`src/pkg/rsf_cfg.svh`:
```
// Constants of the receive status flag block: register offsets, bit fields,
// reset values and the bit-time divider.
// Assumes a single 100 MHz clock; included by its bare name.
`ifndef RSF_CFG_SVH
`define RSF_CFG_SVH

// ****************************************
// Register offsets
// ****************************************
`define RSF_REG_CONTROL 8'h03
`define RSF_REG_SERCTL 8'h06
`define RSF_REG_STATUS 8'h08
`define RSF_REG_DATA_A 8'h09
`define RSF_REG_VALID_A 8'h0a
`define RSF_REG_DATA_B 8'h0b
`define RSF_REG_VALID_B 8'h0c

// ****************************************
// Field positions and reset values
// ****************************************
`define RSF_TXEN_BIT 7
`define RSF_RXEN_BIT 6
`define RSF_ST_FULL 0
`define RSF_ST_EOF 1
`define RSF_ST_FLOW 2
`define RSF_ST_VALID 3
`define RSF_ST_CHB_SHIFT 4
`define RSF_CONTROL_RESET 8'h00
`define RSF_SERCTL_RESET 8'h01
`define RSF_BYTE_RESET 8'h00

// ****************************************
// Timing
// ****************************************
`define RSF_CLOCK_NS 10
`define RSF_BIT_TIME_NS 1000
`define RSF_BIT_DIV (`RSF_BIT_TIME_NS / `RSF_CLOCK_NS)
`define RSF_FIFO_DEPTH 16

`endif

```
`src/pkg/rsf_pkg.sv`:
```
// Types of the receive status flag block.
// Assumes rsf_cfg.svh for the numeric constants.
package rsf_pkg;

    // One bit time of one receive channel
    typedef struct packed {
        logic chanB;
        logic dataBit;
        logic bitValid;
    } rsf_bit_t;

    // One register access from the host port
    typedef struct packed {
        logic rd;
        logic wr;
        logic [7:0] addr;
        logic [7:0] wdata;
    } rsf_regreq_t;

endpackage : rsf_pkg

```
`src/rsf_status_flags.sv`:
```
// Receive bit assembly, data registers and status flags of a two-channel
// bit_serializer, plus the FIFO that buffers incoming bit times.
// Assumes the host port decoder delivers one-cycle register access strobes.
`timescale 1ns/100ps
`default_nettype none
`include "rsf_cfg.svh"

// ****************************************
// Bit-time FIFO
// ****************************************
module rsf_fifo #(
    parameter int WIDTH = 3,
    parameter int DEPTH = 16
) (
    // Clock and reset
    input wire logic clock,
    input wire logic nrst,
    // Filling side
    input wire logic inValid,
    output logic inReady,
    input wire logic [WIDTH-1:0] inData,
    // Draining side
    output logic outValid,
    input wire logic outReady,
    output logic [WIDTH-1:0] outData
);
    localparam int AW = $clog2(DEPTH);
    logic [WIDTH-1:0] mem [DEPTH];
    logic [AW-1:0] wrPtr, rdPtr;
    logic [AW:0] count, next_count;
    logic push, pop;

    // Handshakes on both sides
    assign push = inValid && inReady;
    assign pop = outValid && outReady;
    assign outValid = (count != '0);
    assign outData = mem[rdPtr];
    assign next_count = count + (AW+1)'(push) - (AW+1)'(pop);

    // Storage
    always_ff @(posedge clock) begin
        if (push) begin
            mem[wrPtr] <= inData;
        end
    end

    // Pointers and level; ready is registered so the top drives it from a flop
    always_ff @(posedge clock) begin
        if (!nrst) begin
            wrPtr <= '0;
            rdPtr <= '0;
            count <= '0;
            inReady <= 1'b0;
        end else begin
            if (push) begin
                wrPtr <= wrPtr + AW'(1);
            end
            if (pop) begin
                rdPtr <= rdPtr + AW'(1);
            end
            count <= next_count;
            inReady <= (next_count != (AW+1)'(DEPTH));
        end
    end
endmodule : rsf_fifo

// ****************************************
// Status flag top
// ****************************************
module rsf_status_flags (
    // Clock and reset
    input wire logic clock,
    input wire logic nrst,
    // Host register port
    input wire rsf_pkg::rsf_regreq_t regReq,
    output logic [7:0] regRdata,
    output logic regRdValid,
    // Receiver bit times
    input wire rsf_pkg::rsf_bit_t rxBit,
    input wire logic rxBitValid,
    output logic rxBitReady
);
    import rsf_pkg::*;

    logic [7:0] control, serCtl;
    logic [15:0] divCnt;
    logic bitTick, pop, fifoValid, rxEn;
    rsf_bit_t popBit;
    logic [7:0] shiftData [2];
    logic [7:0] shiftMask [2];
    logic [7:0] dataReg [2];
    logic [7:0] maskReg [2];
    logic [7:0] asmData [2];
    logic [7:0] asmMask [2];
    logic [7:0] idleCnt [2];
    logic [2:0] bitCnt [2];
    logic [1:0] started, held, full, eof, flow, allValid;
    logic [1:0] hit, xfer, eofEv, underEv, overEv;
    logic statusRd;

    // Address of a channel's data register
    function automatic logic [7:0] dataAddr(input int c);
        return (c != 0) ? `RSF_REG_DATA_B : `RSF_REG_DATA_A;
    endfunction : dataAddr

    // Packs one channel's four flags into a status nibble
    function automatic logic [3:0] packFlags(input logic f, input logic e,
                                             input logic v, input logic a);
        logic [3:0] n;
        n = 4'h0;
        n[`RSF_ST_FULL] = f;
        n[`RSF_ST_EOF] = e;
        n[`RSF_ST_FLOW] = v;
        n[`RSF_ST_VALID] = a;
        return n;
    endfunction : packFlags

    // ****************************************
    // Bit-time pacing and buffering
    // ****************************************

    // One-cycle enable per bit time; the FIFO drains only on it, so it can fill
    always_ff @(posedge clock) begin
        if (!nrst) begin
            divCnt <= 16'h0000;
            bitTick <= 1'b0;
        end else begin
            bitTick <= (divCnt == 16'((`RSF_BIT_DIV) - 1));
            divCnt <= (divCnt == 16'((`RSF_BIT_DIV) - 1)) ? 16'h0000 : divCnt + 16'h0001;
        end
    end

    assign pop = fifoValid && bitTick;
    assign rxEn = control[`RSF_RXEN_BIT];

    rsf_fifo #(
        .WIDTH($bits(rsf_bit_t)),
        .DEPTH(`RSF_FIFO_DEPTH)
    ) bitFifo (
        .clock(clock),
        .nrst(nrst),
        .inValid(rxBitValid),
        .inReady(rxBitReady),
        .inData(rxBit),
        .outValid(fifoValid),
        .outReady(bitTick),
        .outData(popBit)
    );

    // ****************************************
    // Event decode
    // ****************************************

    // Assembly and per-channel events; bits are dropped outside receive mode
    always_comb begin
        statusRd = regReq.rd && (regReq.addr == `RSF_REG_STATUS);
        for (int c = 0; c < 2; c++) begin
            hit[c] = pop && rxEn && (popBit.chanB == 1'(c));
            asmData[c] = shiftData[c];
            asmMask[c] = shiftMask[c];
            if (hit[c] && popBit.bitValid) begin
                asmData[c][bitCnt[c]] = popBit.dataBit;
                asmMask[c][bitCnt[c]] = 1'b1;
            end
            eofEv[c] = hit[c] && !popBit.bitValid && started[c]
                && ({1'b0, idleCnt[c]} + 9'h001 >= {1'b0, serCtl});
            xfer[c] = (hit[c] && popBit.bitValid && (bitCnt[c] == 3'h7))
                || (eofEv[c] && (bitCnt[c] != 3'h0));
            overEv[c] = xfer[c] && held[c];
            underEv[c] = regReq.rd && (regReq.addr == dataAddr(c)) && !held[c];
        end
    end

    // ****************************************
    // Registers and state
    // ****************************************

    // Host-writable control; the status address decodes to nothing on a write
    always_ff @(posedge clock) begin
        if (!nrst) begin
            control <= `RSF_CONTROL_RESET;
            serCtl <= `RSF_SERCTL_RESET;
        end else if (regReq.wr) begin
            if (regReq.addr == `RSF_REG_CONTROL) begin
                control <= regReq.wdata;
            end
            if (regReq.addr == `RSF_REG_SERCTL) begin
                serCtl <= regReq.wdata;
            end
        end
    end

    // Byte assembly and end-of-frame timing per channel
    always_ff @(posedge clock) begin
        if (!nrst) begin
            for (int c = 0; c < 2; c++) begin
                shiftData[c] <= `RSF_BYTE_RESET;
                shiftMask[c] <= `RSF_BYTE_RESET;
                bitCnt[c] <= 3'h0;
                idleCnt[c] <= 8'h00;
            end
            started <= 2'b00;
        end else begin
            for (int c = 0; c < 2; c++) begin
                if (xfer[c]) begin
                    shiftData[c] <= `RSF_BYTE_RESET;
                    shiftMask[c] <= `RSF_BYTE_RESET;
                    bitCnt[c] <= 3'h0;
                end else if (hit[c] && popBit.bitValid) begin
                    shiftData[c] <= asmData[c];
                    shiftMask[c] <= asmMask[c];
                    bitCnt[c] <= bitCnt[c] + 3'h1;
                end
                if (hit[c] && popBit.bitValid) begin
                    started[c] <= 1'b1;
                    idleCnt[c] <= 8'h00;
                end else if (eofEv[c]) begin
                    started[c] <= 1'b0; // Frame over, wait for the next valid bit
                    idleCnt[c] <= 8'h00;
                end else if (hit[c] && started[c]) begin
                    idleCnt[c] <= idleCnt[c] + 8'h01;
                end
            end
        end
    end

    // Data registers and their occupancy
    always_ff @(posedge clock) begin
        if (!nrst) begin
            for (int c = 0; c < 2; c++) begin
                dataReg[c] <= `RSF_BYTE_RESET;
                maskReg[c] <= `RSF_BYTE_RESET;
            end
            held <= 2'b00;
        end else begin
            for (int c = 0; c < 2; c++) begin
                if (xfer[c]) begin
                    dataReg[c] <= asmData[c];
                    maskReg[c] <= asmMask[c];
                    held[c] <= 1'b1;
                end else if (regReq.rd && (regReq.addr == dataAddr(c))) begin
                    held[c] <= 1'b0;
                end
            end
        end
    end

    // Sticky full, eof and flow flags; an event in the clearing cycle wins over the clear; valid follows each transfer
    always_ff @(posedge clock) begin
        if (!nrst) begin
            full <= 2'b00;
            eof <= 2'b00;
            flow <= 2'b00;
            allValid <= 2'b00;
        end else begin
            for (int c = 0; c < 2; c++) begin
                full[c] <= xfer[c] || (full[c] && !statusRd);
                eof[c] <= eofEv[c] || (eof[c] && !statusRd);
                flow[c] <= overEv[c] || underEv[c] || (flow[c] && !statusRd);
                if (xfer[c]) begin
                    allValid[c] <= &asmMask[c];
                end
            end
        end
    end

    // Read data; flags read as zero unless the receive enable is set, valid flags drive no request
    always_ff @(posedge clock) begin
        if (!nrst) begin
            regRdata <= 8'h00;
            regRdValid <= 1'b0;
        end else begin
            regRdValid <= regReq.rd;
            if (regReq.rd) begin
                unique case (regReq.addr)
                    `RSF_REG_CONTROL: regRdata <= control;
                    `RSF_REG_SERCTL: regRdata <= serCtl;
                    `RSF_REG_STATUS: regRdata <= rxEn ? {packFlags(full[1], eof[1], flow[1],
                        allValid[1]), packFlags(full[0], eof[0], flow[0], allValid[0])}
                        : 8'h00;
                    `RSF_REG_DATA_A: regRdata <= dataReg[0];
                    `RSF_REG_VALID_A: regRdata <= maskReg[0];
                    `RSF_REG_DATA_B: regRdata <= dataReg[1];
                    `RSF_REG_VALID_B: regRdata <= maskReg[1];
                    default: regRdata <= 8'h00;
                endcase
            end
        end
    end
endmodule : rsf_status_flags

`default_nettype wire

```
`config.mk`:
```
export PLATFORM = sky130hd
export DESIGN_NAME = rsf_status_flags
export DESIGN_NICKNAME = d
export VERILOG_FILES = /design/src/pkg/rsf_pkg.sv /design/src/rsf_status_flags.sv
export VERILOG_INCLUDE_DIRS = /design/src /design/src/pkg
export SDC_FILE = /design/constraint.sdc
export NUM_CORES = 1
export LEC_CHECK = 0
export CORE_ASPECT_RATIO = 0.6
export CORE_MARGIN = 2
export CORE_UTILIZATION = 52
export DETAILED_ROUTE_END_ITERATION = 12
export DONT_BUFFER_PORTS = 1
export GPL_ROUTABILITY_DRIVEN = 0
export HOLD_SLACK_MARGIN = 0.15
export PLACE_DENSITY = 0.65
export RECOVER_POWER = 25
export SYNTH_ARGS = -nofsm -noshare
export SYNTH_HDL_FRONTEND = slang
export SYNTH_SLANG_ARGS = --single-unit
```
`constraint.sdc`:
```
create_clock -name clock -period 4.7 [get_ports clock]
set_input_delay 0.94 -clock clock [delete_from_list [all_inputs] [get_ports clock]]
set_output_delay 0.94 -clock clock [all_outputs]
set_load 0.005 [all_outputs]
```
# --- Word-level counts from Yosys, hierarchy flattened ---
# Memory sizes are Yosys's and may differ from the RTL's. A register that Yosys moved wholly into a read port is not among the register bits.
# Index checks and enable logic that the tools add are counted.
word_totals:
  regBits: 68
  ram_bits: 134
  in_bits: 24
  output_inout_bits: 10
  wordCells: 223
  mem_count: 7
op_classes:
  n_addsub: 11
  n_lt_le_gt_ge: 6
  eq_ne: 11
  n_mux: 83
  n_bitwise: 26
  reduce_logical: 60
memory_table:
  columns: ["name", "depth", "width", "rd", "rd_ports_with_merged_regs", "wr", "line", "text"]
  rows:
  - ["bitFifo.mem", 16, 3, 1, 1, 1, "rsf_status_flags.sv:28", "logic [WIDTH-1:0] mem [DEPTH];"]
  - ["dataReg", 2, 8, 2, 0, 2, "rsf_status_flags.sv:91", "logic [7:0] dataReg [2];"]
  - ["idleCnt", 2, 8, 2, 0, 2, "rsf_status_flags.sv:95", "logic [7:0] idleCnt [2];"]
  - ["maskReg", 2, 8, 2, 0, 2, "rsf_status_flags.sv:92", "logic [7:0] maskReg [2];"]
  - ["shiftData", 2, 8, 2, 0, 2, "rsf_status_flags.sv:89", "logic [7:0] shiftData [2];"]
  - ["shiftMask", 2, 8, 2, 0, 2, "rsf_status_flags.sv:90", "logic [7:0] shiftMask [2];"]
  - ["+1 memories", null, null, null, null, null, null, null]
op_table:
  columns: ["cell", "n"]
  rows:
  - ["8-bit two-way mux", 23]
  - ["8-bit one-hot mux with 7 select lines", 1]
  - ["1-bit two-way mux", 49]
  - ["8-bit by 4-bit == test with 1-bit output (second input constant)", 5]
  - ["1-bit logical AND", 34]
  - ["1-bit bitwise OR", 22]
  - ["8-bit by 1-bit adder with 9-bit output (second input constant)", 2]
  - ["9-bit by 8-bit greater-or-equal comparator with 1-bit output", 2]
  - ["16-bit by 1-bit adder with 16-bit output (second input constant)", 1]
  - ["8-bit by 1-bit adder with 8-bit output (second input constant)", 2]
  - ["8-bit bitwise mux", 2]
  - ["16-bit by 7-bit == test with 1-bit output (second input constant)", 1]
  - ["8-bit bitwise OR", 2]
  - ["8-bit AND reduction", 2]
  - ["3-bit two-way mux", 4]
  - ["1-bit logical OR", 10]
  - ["4-bit by 1-bit adder with 4-bit output (second input constant)", 2]
  - ["8-bit by 2-bit == test with 1-bit output (second input constant)", 1]
  - ["8-bit by 3-bit == test with 1-bit output (second input constant)", 1]
  - ["3-bit by 4-bit < comparator with 1-bit output (second input constant)", 2]
  - ["4-bit two-way mux", 2]
  - ["2-bit nonzero test", 4]
  - ["3-bit by 1-bit adder with 3-bit output (second input constant)", 2]
  - ["1-bit demux with 3-bit select", 2]
  - ["11 further kinds", 19]

# --- Depth between registers and ports, before layout ---
logic_depth:
  word_depth: 14
  ltp_mapped: 16
  mapped_depth_nobuf: 15

# --- Hierarchy ---
# From an unflattened synthesis, not the netlist that was laid out.
hier_totals:
  hier_cells: 862
  area_unflattened_um2: 9663.0
by_module_without_submodules:
  columns: ["module", "instances", "cells_per_inst", "area_per_inst_um2", "seq_area_each_um2"]
  rows:
  - ["rsf_status_flags", 1, 683, 6862.8, 3663.5]
  - ["rsf_fifo", 1, 179, 2800.2, 1801.7]

# --- Worst setup path before layout ---
# OpenSTA, ideal clock, no wires.
synth_path:
  path_type: "register -> register"
  from: "register (tool-made name)"
  to: "memory bitCnt[1][0] (enable)"
  setup_ns: 0.379
  arrival_ns: 2.574
  required_ns: 4.321
  slack_ns: 1.747
  path_stages_with_launch: 8
  path_buffers: 1
  synth_period_minus_slack_ns: 2.953
  path_cell_list: "dfxtp_1 -> buf_6 -> mux4_1 -> mux2i_1 -> mux2i_1 -> or3_4 -> or3_1 -> nand3_1"
synth_lines:
  columns: ["element", "line", "text"]
  rows:
  - ["to (decl)", "rsf_status_flags.sv:96", "logic [2:0] bitCnt [2];"]

==> metrics.yaml <==
status:
  status: "finished with violations"
  failed_checks: "max-capacitance violations, max-slew violations"
clock_tree:
  cts_setup_buffers: 0
  h-tree-depth: 1
  numCtsBuffers: 20
  clockRootBuffer: "clkbuf_16"
  numClockSinks: 206
  clk_latency_ps: 490
  cts-resized-gates: 0
  cts_tree: "done"
  hold_buffers: 0
  clk_pin_slew_worst_paths_ps: 60
  cts_buffer_depth: 3
drt:
  first_pass_iters: 7
  drc_errors: 0
  wl_per_cell_microns: 19.3
  drt-total-wl_microns: 21000
  drt_iter0_markers: 807
  vias: 6440
  vias_per_cell: 5.91
  ant_nets: 0
setup_path:
  path_class: "flop to flop"
  worstSetupStartpointType: "flop"
  crit_required_ps: 5030
  end_kind: "flop"
  worstPathMaxFanout: 18
  cp_data_arrival_time_ps: 3860
  worstSetupStartpoint: "idleCnt[0][0]"
  timing.rr.start: "idleCnt[0][0]"
place:
  place_area_sq_um: 9670
  place.detailed.hpwl_microns: 15400
  portBuffers: 0
  place_ws_ps: 1190
timing:
  whs_ps: 465
  slew_viol_final: 31
  slew_headroom_pct: -2.14
  worst_pin_slew_ps: 1530
  setup_viol: 0
  maxClockFrequency_mhz: 283
  min_period_ps: 3530
  setup_slack_ps: 1170
  grt_setup_unrepaired: "false"
  period_share_pct: 75.1
  fin_tns_setup_ps: 0
  final_hold_viol_count: 0
  clock-skew-final_ps: 16.6
global_route:
  grt_antenna_before_repair: 0
  grt_overflow: 0
  grt_pass1_vias: 6047
  grt_pass1_wl_microns: 33000
  grt_max_degree: 33
  track_usage_pct: 22.0
finish:
  design_area_sq_um: 10300
  drive_above_1_share_pct: 6.36
  syn2layout_area_growth_pct: 8.55
  nNetsFinal: 896
  n_antenna_cell: 0
synth:
  ys.flop_type: "edfxtp_1"
  ys_seq_area_share_pct: 57.4
  ys_seq_elements: 206
  synthesis.nets: 905
  yosysUniqueCellTypes: 63
  synth-edff-count: 134
  synthesis.yosys.warnings: 0
  syn_area_per_cell_sq_um: 11.3
  async_flop_share_pct: 0
  synthCells: 844
  synth_area_sq_um: 9520
pwr:
  power_leakage_nw: 3.60
  power_density_nw_per_um2: 380
  power_w: 0.00393
  irDropWorstVdd_v: 0.000206
floorplanning:
  die_h_microns: 109
  ios: 34
  core_sq_um: 18000
  row_count: 38
  initial_utilization_pct: 52.9
  dieWidth_microns: 179
  dieArea_sq_um: 19400
job:
  drv_cap: 1
worst_hold_path:
  hp-class: "flop to flop"
  min_from: "control[4]"
[cells in the mapped netlist (all sizes together) (12+ instances only)]
| library cell | instances | area (sq um) |
|---|---|---|
| inv | 34 | 128 |
| mux2i | 35 | 350 |
| edfxtp | 134 | 4020 |
| mux4 | 12 | 285 |
| and3 | 12 | 75.1 |
| a222oi | 16 | 160 |
| ha | 36 | 450 |
| a31oi | 16 | 100 |
| nor2b | 18 | 113 |
| nor2 | 155 | 582 |
| nand3 | 30 | 150 |
| xnor2 | 13 | 114 |
| a21oi | 41 | 209 |
| clkbuf | 20 | 75.1 |
| dfxtp | 72 | 1440 |
| buf | 15 | 105 |
| xor2 | 19 | 166 |
| nand2 | 64 | 243 |
[logic make-up (layout without fill, tap and decap cells)]
group	after synthesis	in the layout	synth area share [%]
AND/OR/NAND/NOR	342	342	16.6
flip-flops	206	206	57.4
AO/OA/AOI/OAI	108	108	7.95
buffers and inverters	70	75	3.27
multiplexers	49	49	6.91
adder cells (fa/ha/maj)	37	37	4.94
XOR/XNOR	32	32	2.94
[worst paths after layout]
kind / slack, ps / cells past startpoint / end
setup / recovery: 1170 / 12 / shiftData[0][6]
hold / removal: 460 / 2 / control[4]
setup reg to reg: 1170 / 12 / shiftData[0][6]
hold reg to reg: 460 / 2 / control[4]
[sequential cells by signal (all words and copies together) (netlist names), 2 cells and up, named ones only]
name,count
bitFifo.mem,48
shiftData,16
maskReg,16
bitFifo.count,5
divCnt,16
allValid,2
dataReg,16
eof,2
bitFifo.rdPtr,4
full,2
control,8
idleCnt,16
held,2
flow,2
shiftMask,16
started,2
bitCnt,6
regRdata,8
bitFifo.wrPtr,4
serCtl,8
[through the flow]
step	utilization, %	std cells
floorplan	-	844
global placement	53.7	1053
detailed placement	53.7	1053
CTS	57.4	1089
global route	57.4	1089
finish	57.4	1089
[worst max-delay path, cell delays in order, from the launching register on]
cell and delay [ps]:
edfxtp_1 430, ha_1 210, nand3_1 110, nor2_1 190
xor2_1 250, ha_1 290, a21o_1 160, a221oi_1 290
o31a_1 260, nand2b_2 190, o21ai_1 100, or3b_1 670
nor2_1 210
[where the power goes]
part           internal (W)  switching, W  total [W]  leakage, nW
clock              0.000946      0.000670    0.00162        0.332
sequential          0.00199     0.0000464    0.00204         1.86
combinational      0.000112      0.000165   0.000277         1.41
[cell type report]
type | instances | area (sq um)
fill | 1467 | 7680
timing repair buffer | 4 | 26.3
clock inverter | 5 | 22.5
inverter | 35 | 131
sequential | 206 | 5470
clock buffer | 31 | 646
tap | 240 | 300
multi-input combinational | 568 | 3750
[per-layer routing]
metal  wire length [microns]  vias to the layer above  track usage [%]
met4                     307                        0             5.05
met5                       0                        -                0
met3                    1700                       33             3.66
met2                    8660                      248             31.2
met1                   10300                     3133             35.0
li1                        -                     3026                -
[cells in the final DEF, fill, tap and decap left out, drive strengths merged, types with 18 or more instances in the layout]
master and count:
nor2 155, xor2 19, edfxtp 134, nand3 30, mux2i 35, a21oi 41, nor2b 18, nand2 64
clkbuf 32, ha 36, inv 34, dfxtp 72
No activity file was read; power rests on OpenSTA's default activity.
